===== config.mk =====
export PLATFORM = sky130hd
export DESIGN_NAME = dmsp_top
export DESIGN_NICKNAME = d
export VERILOG_FILES = /design/src/logic/dmsp_pkg.sv /design/src/logic/dmsp_top.sv
export VERILOG_INCLUDE_DIRS = /design/src /design/src/logic
export SDC_FILE = /design/constraint.sdc
export NUM_CORES = 1
export LEC_CHECK = 0
export BUFFER_PORTS_ARGS = -buffer_cell sky130_fd_sc_hd__buf_2
export CORE_ASPECT_RATIO = 0.7
export CORE_MARGIN = 4
export CORE_UTILIZATION = 35
export DETAILED_ROUTE_END_ITERATION = 10
export GPL_TIMING_DRIVEN = 0
export SLEW_MARGIN = 20
export SYNTH_ARGS = -nofsm -noshare
export SYNTH_HDL_FRONTEND = slang
export SYNTH_HIERARCHICAL = 1
export SYNTH_SLANG_ARGS = --single-unit

===== constraint.sdc =====
create_clock -name clk -period 5.9 [get_ports clk]
set_clock_uncertainty 0.2 [all_clocks]
set_input_delay 0.295 -clock clk [delete_from_list [all_inputs] [get_ports clk]]
set_output_delay 0.295 -clock clk [all_outputs]
set_load 0.02 [all_outputs]

===== src/logic/dmsp_map.svh =====
// Register map, field positions, reset values and rate constants of the serial port.
// Assumes inclusion by dmsp_top.sv and the bench only, not by dmsp_pkg.sv.
`ifndef DMSP_MAP_SVH
`define DMSP_MAP_SVH
// ----------------------------------------------------------------
// Register byte offsets
// ----------------------------------------------------------------
`define DMSP_OFF_CTRL 12'h000
`define DMSP_OFF_TXD 12'h004
`define DMSP_OFF_RXD 12'h008
`define DMSP_OFF_STAT 12'h00C
`define DMSP_OFF_RATE 12'h010
// ----------------------------------------------------------------
// Control fields
// ----------------------------------------------------------------
`define DMSP_CTRL_MODE_LSB 0
`define DMSP_CTRL_RXEN 2
`define DMSP_CTRL_ADRM 3
`define DMSP_CTRL_T1RUN 4
`define DMSP_CTRL_T1EXT 5
`define DMSP_CTRL_SPLIT 6
`define DMSP_CTRL_RST 7'h00
`define DMSP_RATE_RST 8'h00
// ----------------------------------------------------------------
// Status fields
// ----------------------------------------------------------------
`define DMSP_STAT_TXF 0
`define DMSP_STAT_RXF 1
`define DMSP_STAT_OVR 2
`define DMSP_STAT_T1F 3
`define DMSP_STAT_TXBUSY 4
`define DMSP_STAT_TXBUF 5
`define DMSP_STAT_RXAV 6
`define DMSP_STAT_LVL_LSB 8
// ----------------------------------------------------------------
// Rate constants
// ----------------------------------------------------------------
`define DMSP_OVS 16
`define DMSP_DIV_SHIFT 12
`define DMSP_DIV_FIXED 64
`define DMSP_SMP_A 4'h7
`define DMSP_SMP_B 4'h8
`define DMSP_SMP_C 4'h9
`endif


===== src/logic/dmsp_pkg.sv =====
// Types shared by the serial port design.
// Assumes dmsp_map.svh sits in the include path.
package dmsp_pkg;
  // ----------------------------------------------------------------
  // Modes and states
  // ----------------------------------------------------------------
  typedef enum logic [1:0] {
    MODE_SHIFT = 2'h0,
    MODE_A8 = 2'h1,
    MODE_F9 = 2'h2,
    MODE_V9 = 2'h3
  } dmsp_mode_e;
  typedef enum logic [3:0] {
    AS_IDLE = 4'h1,
    AS_START = 4'h2,
    AS_DATA = 4'h4,
    AS_STOP = 4'h8
  } dmsp_async_e;
  typedef enum logic [2:0] {
    SH_IDLE = 3'h1,
    SH_TX = 3'h2,
    SH_RX = 3'h4
  } dmsp_shift_e;
  // ----------------------------------------------------------------
  // Carriers
  // ----------------------------------------------------------------
  typedef struct packed {
    logic split;
    logic t1_ext;
    logic t1_run;
    logic adrm;
    logic rx_en;
    dmsp_mode_e mode;
  } dmsp_ctrl_s;
  typedef struct packed {
    logic valid;
    logic [8:0] data;
  } dmsp_word_s;
endpackage : dmsp_pkg


===== src/logic/dmsp_top.sv =====
// Dual mode serial port: APB registers, bit-rate counter, async and shift engines.
// Assumes a 50 MHz clk as oscillator, synchronous active-low reset, pins from outside.
`timescale 1ns/100ps
`include "dmsp_map.svh"

// ----------------------------------------------------------------
// Receive FIFO
// ----------------------------------------------------------------
module dmsp_fifo #(
  parameter int WIDTH = 9,
  parameter int DEPTH = 16
) (
  // Clock and reset
  input wire logic clk,
  input wire logic rst_n,
  // Fill side
  input wire logic in_valid,
  output logic in_ready,
  input wire logic [WIDTH-1:0] in_data,
  // Drain side
  output logic out_valid,
  input wire logic out_ready,
  output logic [WIDTH-1:0] out_data,
  output logic [$clog2(DEPTH+1)-1:0] level
);
  localparam int AW = $clog2(DEPTH);
  localparam int LW = $clog2(DEPTH+1);
  logic [WIDTH-1:0] mem [DEPTH];
  logic [AW-1:0] wp_r;
  logic [AW-1:0] rp_r;
  logic [LW-1:0] cnt_r;
  wire push = in_valid & in_ready;
  wire pop = out_valid & out_ready;
  assign in_ready = (cnt_r != LW'(DEPTH));
  assign out_valid = (cnt_r != '0);
  assign out_data = mem[rp_r];
  assign level = cnt_r;
  function automatic logic [AW-1:0] inc_ptr(input logic [AW-1:0] p);
    inc_ptr = (p == AW'(DEPTH - 1)) ? '0 : p + 1'b1;
  endfunction : inc_ptr
  always_ff @(posedge clk) begin
    if (push) begin
      mem[wp_r] <= in_data;
    end
  end
  always_ff @(posedge clk) begin
    if (!rst_n) begin
      wp_r <= '0;
      rp_r <= '0;
      cnt_r <= '0;
    end else begin
      if (push) wp_r <= inc_ptr(wp_r);
      if (pop) rp_r <= inc_ptr(rp_r);
      cnt_r <= cnt_r + LW'(push) - LW'(pop);
    end
  end
endmodule : dmsp_fifo

module dmsp_top
  import dmsp_pkg::*;
#(
  parameter int FIFO_DEPTH = 16
) (
  // Clock and reset
  input wire logic clk,
  input wire logic rst_n,
  // APB slave
  input wire logic psel,
  input wire logic penable,
  input wire logic pwrite,
  input wire logic [11:0] paddr,
  input wire logic [31:0] pwdata,
  output logic [31:0] prdata,
  output logic pready,
  output logic pslverr,
  // Serial pins
  input wire logic rxd_i,
  output logic rxd_o,
  output logic rxd_oe,
  output logic txd_o,
  // Counter 1 external input
  input wire logic t1_in,
  // Service request
  output logic serial_req
);
  localparam int LW = $clog2(FIFO_DEPTH+1);
  // ----------------------------------------------------------------
  // Pin synchronisers
  // ----------------------------------------------------------------
  logic rxd_s1_r, rxd_s2_r, t1_s1_r, t1_s2_r, t1_s3_r;
  always_ff @(posedge clk) begin
    rxd_s1_r <= rxd_i;
    rxd_s2_r <= rxd_s1_r;
    t1_s1_r <= t1_in;
    t1_s2_r <= t1_s1_r;
    t1_s3_r <= t1_s2_r;
  end
  // ----------------------------------------------------------------
  // APB decode
  // ----------------------------------------------------------------
  dmsp_ctrl_s ctrl_r;
  logic [7:0] reload_r;
  logic pready_r, pslverr_r, serial_req_r;
  logic [31:0] prdata_r;
  logic txf_r, rxf_r, ovr_r, t1f_r;
  logic tx_buf_v_r;
  logic [8:0] tx_buf_r;
  wire acc = psel & penable & ~pready_r;
  wire done = psel & penable & pready_r;
  wire a_ctrl = (paddr == `DMSP_OFF_CTRL);
  wire a_txd = (paddr == `DMSP_OFF_TXD);
  wire a_rxd = (paddr == `DMSP_OFF_RXD);
  wire a_stat = (paddr == `DMSP_OFF_STAT);
  wire a_rate = (paddr == `DMSP_OFF_RATE);
  wire a_hit = a_ctrl | a_txd | a_rxd | a_stat | a_rate;
  wire tx_refuse = a_txd & pwrite & tx_buf_v_r;
  wire wr_ok = done & pwrite & ~pslverr_r;
  wire wr_ctrl = wr_ok & a_ctrl;
  wire wr_txd = wr_ok & a_txd;
  wire wr_stat = wr_ok & a_stat;
  wire wr_rate = wr_ok & a_rate;
  wire rd_rxd = done & ~pwrite & a_rxd;
  dmsp_mode_e mode;
  assign mode = ctrl_r.mode;
  wire m_shift = (mode == MODE_SHIFT);
  wire nine = (mode == MODE_F9) | (mode == MODE_V9);
  // ----------------------------------------------------------------
  // Rate generation
  // ----------------------------------------------------------------
  logic [3:0] div12_r;
  logic [1:0] div4_r;
  logic [7:0] t1_cnt_r;
  wire div12_en = (div12_r == 4'(`DMSP_DIV_SHIFT - 1));
  wire ext_rise = t1_s2_r & ~t1_s3_r;
  wire t1_step = ctrl_r.t1_run & (ctrl_r.t1_ext ? ext_rise : div12_en);
  wire t1_ovf = t1_step & (t1_cnt_r == 8'hFF);
  wire fix_en = (div4_r == 2'(`DMSP_DIV_FIXED / `DMSP_OVS - 1));
  wire tick = (mode == MODE_F9) ? fix_en : t1_ovf;
  always_ff @(posedge clk) begin
    if (!rst_n) begin
      div12_r <= 4'h0;
      div4_r <= 2'h0;
      t1_cnt_r <= 8'h00;
    end else begin
      div12_r <= div12_en ? 4'h0 : div12_r + 4'h1;
      div4_r <= div4_r + 2'h1;
      if (t1_step) t1_cnt_r <= t1_ovf ? reload_r : t1_cnt_r + 8'h01;
    end
  end
  // ----------------------------------------------------------------
  // Async receiver
  // ----------------------------------------------------------------
  dmsp_async_e rs_r;
  logic [3:0] rcnt_r, rbit_r;
  logic [8:0] rsh_r;
  logic [1:0] samp_r;
  logic ar_done_r;
  logic [8:0] ar_word_r;
  logic hold_v_r;
  wire vote = (samp_r[1] & samp_r[0]) | (samp_r[1] & rxd_s2_r) | (samp_r[0] & rxd_s2_r);
  wire at_vote = (rcnt_r == `DMSP_SMP_C);
  wire at_end = (rcnt_r == 4'(`DMSP_OVS - 1));
  wire [3:0] nbits = nine ? 4'h8 : 4'h7;
  wire [8:0] rx_frame = nine ? rsh_r : {1'b0, rsh_r[8:1]};
  wire addr_ok = ~ctrl_r.adrm | ~nine | rsh_r[8];
  always_ff @(posedge clk) begin
    if (!rst_n) begin
      rs_r <= AS_IDLE;
      rcnt_r <= 4'h0;
      rbit_r <= 4'h0;
      rsh_r <= 9'h000;
      samp_r <= 2'h0;
      ar_done_r <= 1'b0;
      ar_word_r <= 9'h000;
    end else begin
      ar_done_r <= 1'b0;
      if (m_shift) begin
        rs_r <= AS_IDLE;
      end else if (tick) begin
        rcnt_r <= rcnt_r + 4'h1;
        if (rcnt_r == `DMSP_SMP_A || rcnt_r == `DMSP_SMP_B) samp_r <= {samp_r[0], rxd_s2_r};
        unique case (rs_r)
          AS_IDLE: begin
            rcnt_r <= 4'h0;
            if (ctrl_r.rx_en && !rxd_s2_r) rs_r <= AS_START;
          end
          AS_START: begin
            if (at_vote && vote) rs_r <= AS_IDLE;
            if (at_end) begin
              rs_r <= AS_DATA;
              rbit_r <= 4'h0;
            end
          end
          AS_DATA: begin
            if (at_vote) rsh_r <= {vote, rsh_r[8:1]};
            if (at_end) begin
              rbit_r <= rbit_r + 4'h1;
              if (rbit_r == nbits) rs_r <= AS_STOP;
            end
          end
          AS_STOP: begin
            if (at_vote) begin
              rs_r <= AS_IDLE;
              ar_done_r <= vote & addr_ok;
              ar_word_r <= rx_frame;
            end
          end
        endcase
      end
    end
  end
  // ----------------------------------------------------------------
  // Async transmitter
  // ----------------------------------------------------------------
  dmsp_async_e ts_r;
  logic [3:0] tcnt_r, tbit_r;
  logic [8:0] tsh_r;
  logic tline_r, at_done_r;
  wire at_load = ~m_shift & tick & (ts_r == AS_IDLE) & tx_buf_v_r;
  wire t_end = (tcnt_r == 4'(`DMSP_OVS - 1));
  always_ff @(posedge clk) begin
    if (!rst_n) begin
      ts_r <= AS_IDLE;
      tcnt_r <= 4'h0;
      tbit_r <= 4'h0;
      tsh_r <= 9'h000;
      tline_r <= 1'b1;
      at_done_r <= 1'b0;
    end else begin
      at_done_r <= 1'b0;
      if (m_shift) begin
        ts_r <= AS_IDLE;
        tline_r <= 1'b1;
      end else if (tick) begin
        tcnt_r <= tcnt_r + 4'h1;
        unique case (ts_r)
          AS_IDLE: begin
            tcnt_r <= 4'h0;
            if (tx_buf_v_r) begin
              tsh_r <= tx_buf_r;
              tline_r <= 1'b0;
              ts_r <= AS_START;
            end
          end
          AS_START: begin
            if (t_end) begin
              tline_r <= tsh_r[0];
              tbit_r <= 4'h0;
              ts_r <= AS_DATA;
            end
          end
          AS_DATA: begin
            if (t_end) begin
              tbit_r <= tbit_r + 4'h1;
              tsh_r <= {1'b0, tsh_r[8:1]};
              tline_r <= (tbit_r == nbits) ? 1'b1 : tsh_r[1];
              if (tbit_r == nbits) ts_r <= AS_STOP;
            end
          end
          AS_STOP: begin
            if (t_end) begin
              ts_r <= AS_IDLE;
              at_done_r <= 1'b1;
            end
          end
        endcase
      end
    end
  end
  // ----------------------------------------------------------------
  // Shift mode engine
  // ----------------------------------------------------------------
  dmsp_shift_e ss_r;
  logic [3:0] ph_r;
  logic [2:0] sbit_r;
  logic [7:0] ssh_r;
  logic sm_txd_r, sm_rxd_r;
  wire sm_tx_go = m_shift & (ss_r == SH_IDLE) & tx_buf_v_r;
  wire sm_rx_go = m_shift & (ss_r == SH_IDLE) & ~tx_buf_v_r & ctrl_r.rx_en & ~rxf_r & ~hold_v_r
    & ~sm_rxd_r;
  wire ph_last = (ph_r == 4'(`DMSP_DIV_SHIFT - 1));
  wire ph_rise = (ph_r == 4'(`DMSP_DIV_SHIFT / 2));
  wire s_last = ph_last & (sbit_r == 3'h7);
  wire tx_load = at_load | sm_tx_go;
  always_ff @(posedge clk) begin
    if (!rst_n) begin
      ss_r <= SH_IDLE;
      ph_r <= 4'h0;
      sbit_r <= 3'h0;
      ssh_r <= 8'h00;
      sm_txd_r <= 1'b0;
      sm_rxd_r <= 1'b0;
    end else begin
      sm_txd_r <= 1'b0;
      sm_rxd_r <= 1'b0;
      ph_r <= ph_last ? 4'h0 : ph_r + 4'h1;
      unique case (ss_r)
        SH_IDLE: begin
          ph_r <= 4'h0;
          sbit_r <= 3'h0;
          if (sm_tx_go) begin
            ssh_r <= tx_buf_r[7:0];
            ss_r <= SH_TX;
          end else if (sm_rx_go) begin
            ss_r <= SH_RX;
          end
        end
        SH_TX: begin
          if (ph_last) begin
            ssh_r <= {1'b0, ssh_r[7:1]};
            sbit_r <= sbit_r + 3'h1;
          end
          if (s_last) begin
            ss_r <= SH_IDLE;
            sm_txd_r <= 1'b1;
          end
        end
        SH_RX: begin
          if (ph_rise) ssh_r <= {rxd_s2_r, ssh_r[7:1]};
          if (ph_last) sbit_r <= sbit_r + 3'h1;
          if (s_last) begin
            ss_r <= SH_IDLE;
            sm_rxd_r <= 1'b1;
          end
        end
        default: ss_r <= SH_IDLE;
      endcase
    end
  end
  // ----------------------------------------------------------------
  // Receive holding buffer and FIFO
  // ----------------------------------------------------------------
  dmsp_word_s hold_r;
  logic fifo_in_ready, fifo_out_valid;
  logic [8:0] fifo_out_data;
  logic [LW-1:0] fifo_level;
  wire rx_done = ar_done_r | sm_rxd_r;
  wire [8:0] rx_word = sm_rxd_r ? {1'b0, ssh_r} : ar_word_r;
  wire hold_push = hold_r.valid & fifo_in_ready;
  wire rx_ovr = rx_done & hold_r.valid & ~fifo_in_ready;
  assign hold_v_r = hold_r.valid;
  always_ff @(posedge clk) begin
    if (!rst_n) begin
      hold_r <= '0;
    end else if (rx_done && (!hold_r.valid || fifo_in_ready)) begin
      hold_r <= '{valid: 1'b1, data: rx_word};
    end else if (hold_push) begin
      hold_r.valid <= 1'b0;
    end
  end
  dmsp_fifo #(
    .WIDTH(9),
    .DEPTH(FIFO_DEPTH)
  ) u_rx_fifo (
    .clk(clk),
    .rst_n(rst_n),
    .in_valid(hold_r.valid),
    .in_ready(fifo_in_ready),
    .in_data(hold_r.data),
    .out_valid(fifo_out_valid),
    .out_ready(rd_rxd),
    .out_data(fifo_out_data),
    .level(fifo_level)
  );
  // ----------------------------------------------------------------
  // Registers and flags
  // ----------------------------------------------------------------
  wire tx_done = at_done_r | sm_txd_r;
  wire tx_busy = (ts_r != AS_IDLE) | (ss_r == SH_TX);
  wire [31:0] stat_word = {{(24-LW){1'b0}}, fifo_level, 1'b0, fifo_out_valid, tx_buf_v_r,
    tx_busy, t1f_r, ovr_r, rxf_r, txf_r};
  wire [31:0] rd_mux = a_ctrl ? {25'h0, ctrl_r} :
                       a_rxd ? {23'h0, fifo_out_data} :
                       a_stat ? stat_word :
                       a_rate ? {24'h0, reload_r} : 32'h0;
  function automatic logic flag_nxt(input logic cur, input logic set, input logic clr);
    flag_nxt = set | (cur & ~clr);
  endfunction : flag_nxt
  always_ff @(posedge clk) begin
    if (!rst_n) begin
      pready_r <= 1'b0;
      pslverr_r <= 1'b0;
      prdata_r <= 32'h0000_0000;
      ctrl_r <= `DMSP_CTRL_RST;
      reload_r <= `DMSP_RATE_RST;
      tx_buf_v_r <= 1'b0;
      tx_buf_r <= 9'h000;
      txf_r <= 1'b0;
      rxf_r <= 1'b0;
      ovr_r <= 1'b0;
      t1f_r <= 1'b0;
      serial_req_r <= 1'b0;
    end else begin
      pready_r <= acc;
      pslverr_r <= acc & (~a_hit | tx_refuse);
      if (acc) prdata_r <= pwrite ? 32'h0000_0000 : rd_mux;
      if (wr_ctrl) ctrl_r <= pwdata[6:0];
      if (wr_rate) reload_r <= pwdata[7:0];
      if (wr_txd) begin
        tx_buf_r <= pwdata[8:0];
        tx_buf_v_r <= 1'b1;
      end else if (tx_load) begin
        tx_buf_v_r <= 1'b0;
      end
      txf_r <= flag_nxt(txf_r, tx_done, wr_stat & pwdata[`DMSP_STAT_TXF]);
      rxf_r <= flag_nxt(rxf_r, rx_done & ~rx_ovr, wr_stat & pwdata[`DMSP_STAT_RXF]);
      ovr_r <= flag_nxt(ovr_r, rx_ovr, wr_stat & pwdata[`DMSP_STAT_OVR]);
      t1f_r <= flag_nxt(t1f_r, t1_ovf & ~ctrl_r.split, wr_stat & pwdata[`DMSP_STAT_T1F]);
      serial_req_r <= txf_r | rxf_r;
    end
  end
  // ----------------------------------------------------------------
  // Pin drivers
  // ----------------------------------------------------------------
  logic txd_r, rxd_o_r, rxd_oe_r;
  wire sclk = (ss_r != SH_IDLE) & (ph_r >= 4'(`DMSP_DIV_SHIFT / 2));
  wire txd_nxt = m_shift ? ((ss_r == SH_IDLE) | sclk) : tline_r;
  wire rxd_oe_nxt = (ss_r == SH_TX);
  always_ff @(posedge clk) begin
    if (!rst_n) begin
      txd_r <= 1'b1;
      rxd_o_r <= 1'b1;
      rxd_oe_r <= 1'b0;
    end else begin
      txd_r <= txd_nxt;
      rxd_o_r <= ssh_r[0];
      rxd_oe_r <= rxd_oe_nxt;
    end
  end
  assign txd_o = txd_r;
  assign rxd_o = rxd_o_r;
  assign rxd_oe = rxd_oe_r;
  assign prdata = prdata_r;
  assign pready = pready_r;
  assign pslverr = pslverr_r;
  assign serial_req = serial_req_r;
endmodule : dmsp_top


==> out/results.txt <==
status -> finished, final reports clean
post-CTS sizing -> 0
Worst-path clk slew -> 60 ps
worst vdd ir -> 218 uV
fillcell total -> 3656
wire per inst -> 19.7 um
Synth Area in XOR/XNOR -> 0.00513
worst setup path endpoint -> u_rx_fifo/level[4]
Leak -> 5.42 nW
Syn Inst Count -> 1141
die width -> 244 um
mux cell area share after synthesis -> 0.114
detailed placement HPWL -> 25.2 mm
Yosys reg bits -> 314
Initial DRC Count -> 987
CTS Buf Count -> 30
Slew @ Worst Pin -> 1090 ps
core footprint -> 38500 sq um
share of post-route cells with drive strength above 1 -> 0.132
Netlist Area Pre-Place -> 13700 sq um
Worst R2R End -> u_rx_fifo/level[4]
Rows -> 60
post-layout min period -> 3810 ps
Power Total -> 4.25 mW
Synth Area in Compound Gates -> 0.114
Async S/R FF share, synth -> 0
Vias/cell -> 5.43
max cap viols -> 0
max layer used -> met5
Reg2Reg Setup Slack -> 2570 ps
WL met3 -> 3.27 mm
fmax -> 0.263 GHz
Seq/Total Area, Yosys -> 0.565
clk_lat worst skew -> 590 ps
critical-path maximum fanout -> 10
1st-pass router iterations -> 6
final number of max-transition violations -> 0
CP endpoint kind -> flip-flop
power per cell area -> 269 nW/um^2
Critical Path Start -> paddr[0]
critical path's largest stage delay -> 530 ps
Syn Area/Cell -> 12.0 sq um
synth warn -> 6
die height -> 173 um
Setup violations, final -> 0
critical path's most frequent cell -> inv_1
Buffers on Ports -> 45
Reg area -> 7730 sq um
Overall Global Routing Usage -> 0.164
gr ovfl total -> 0
Vias -> 9810
largest family of logic cells by synthesized area -> simple AND/OR/NAND/NOR gates
Post-Synth Adder-Cell Area -> 0.0242
Detail Route Antenna Nets -> 0
vias in the first global route -> 9226
most frequent cells in the layout -> dfxtp_1 (170), edfxtp_1 (144), nand2_1 (89)
first-pass GRT wire length -> 54.9 mm
Clock Path Buffers -> 3
nets -> 1329
initial antenna violation count -> 2
Sum Neg Setup Slack -> 0 ps
Inst Count DP -> 1731
Top FF cell, synth -> dfxtp_1
final hold violation count -> 0
CP arrival -> 4080 ps
largest net degree at the start of global routing -> 18
RSZ-0062 raised after global routing -> false
clock sinks -> 314
Post-route DRC -> 0
post-synth cell types -> 85
GP Congestion -> 0.845
required time worst endpoint -> 6180 ps
io pins -> 89
relative slew slack -> 0.272
CTS tree -> done
post-CTS setup buffer count -> 0
Final Cycle Share -> 0.645
area of the multi-input gates -> 5430 sq um
Post-synth EDFFs -> 144
die area -> 42300 sq um
initial core utilization -> 0.355
commonest non-fill, non-tap cell in the layout -> dfxtp_1
H-Tree Depth -> 1
Tightest Hold Check Type -> in -> reg
layout overhead on the synthesized area -> 15.3%
R2R cell count -> 14
wire length on met1 -> 17.4 mm
Synth Area in Simple Gates -> 0.135
WS Path Type -> in -> reg
reg2reg start -> u_rx_fifo/level[3]
crit-path cells -> buf_2 > nor4_1 > nand4b_1 > nor2_1 > buf_2 > and4b_1 > nand2_1 > inv_1 > ha_1 > inv_1 > ha_1 > inv_1 > fa_1 > nand2b_1 > a21oi_1 > o21ai_0 > and3b_1
CTS root buf -> clkbuf_16
non-filler cells in the finished layout -> 1805
Detailed Route WL -> 35.5 mm
Critical Path Slowest Stage Cell -> nor2_1
Startpoint Class -> input port
WL met2 -> 14.4 mm
## metal layers
metal	vias to the layer above	global-route usage
met5	-	0
met4	2	0.0272
met3	40	0.0462
met2	338	0.223
met1	4900	0.261
li1	4530	-
## how the worst min path moves through the flow
stage / startpoint / endpoint / depth (start not counted)
after detailed placement: t1_s1_r / t1_s2_r / 0
final: paddr[3] / prdata[0] / 4
after global routing: paddr[3] / prdata[0] / 4
after floorplan: rxd_s1_r / rxd_s2_r / 0
after global placement: rxd_s1_r / rxd_s2_r / 0
after CTS: paddr[3] / prdata[0] / 4
## where the power goes
group | leakage, nW | switching, mW | internal, mW | total [mW]
Clock | 0.472 | 0.830 | 1.06 | 1.89
Sequential | 2.70 | 0.00298 | 2.26 | 2.26
Combinational | 2.25 | 0.0609 | 0.0324 | 0.0934
Total | 5.42 | 0.894 | 3.35 | 4.25
## worst max-delay path, delay by kind of cell
family          cells  cell delay (ps)
fa+ha+maj           3              820
compound gates      2              320
buf+inv             5              640
simple gates        7             2010
## cells in the mapped netlist, drive strengths merged (23+ instances only)
| cell type | instances | area, sq um |
|---|---|---|
| edfxtp | 144 | 4320 |
| and2 | 23 | 144 |
| nand3 | 37 | 185 |
| mux2i | 67 | 671 |
| o21ai | 29 | 145 |
| a211oi | 27 | 203 |
| a21oi | 29 | 149 |
| ha | 24 | 300 |
| clkbuf | 46 | 186 |
| mux4 | 36 | 871 |
| nand2 | 89 | 334 |
| dfxtp | 170 | 3400 |
| inv | 25 | 93.8 |
| nor2 | 83 | 312 |
| buf | 40 | 290 |
## logic make-up (layout without fill, tap and decap cells)
kind of cell,after synthesis,after routing
compound gates,216,216
xor+xnor,8,8
fa+ha+maj,26,26
buf+inv,112,230
flops,314,314
mux,105,105
other cells,1,20
simple gates,359,359
## state kept, by name (all words and copies together) (netlist names), 9 cells and up, named ones only
name           count
prdata            13
hold_r             9
u_rx_fifo/mem    144
tsh_r              9
tx_buf_r           9
rsh_r              9
ar_word_r          9
## stage by stage
stage / util / setup WS, ps / cell area (sq um) / hold slack, ps
floorplan: - / 2290 / 13700 / 110
detailed placement: 0.380 / 1550 / 14600 / 118
CTS: 0.409 / 2150 / 15800 / 58.4
global route: 0.409 / 1740 / 15800 / 99.4
finish: 0.409 / 2090 / 15800 / 91.1
global placement: 0.380 / 1610 / 14600 / 115
## area by class of cell
type	count	area share
flip-flops and latches	314	0.490
multi-input cells	733	0.345
clock buffers	42	0.0519
well taps	527	0.0418
plain buffers	87	0.0309
repair buffers	62	0.0251
clock inverters	14	0.00913
inverters	25	0.00596
diodes	1	0.000159
## what timing repair did
item	CTS	global route
setup endpoints to repair	0	0
endpoints found under the hold margin	45	0
hold buffers	17	0
Note: power is estimated with default switching activity, not from simulation.
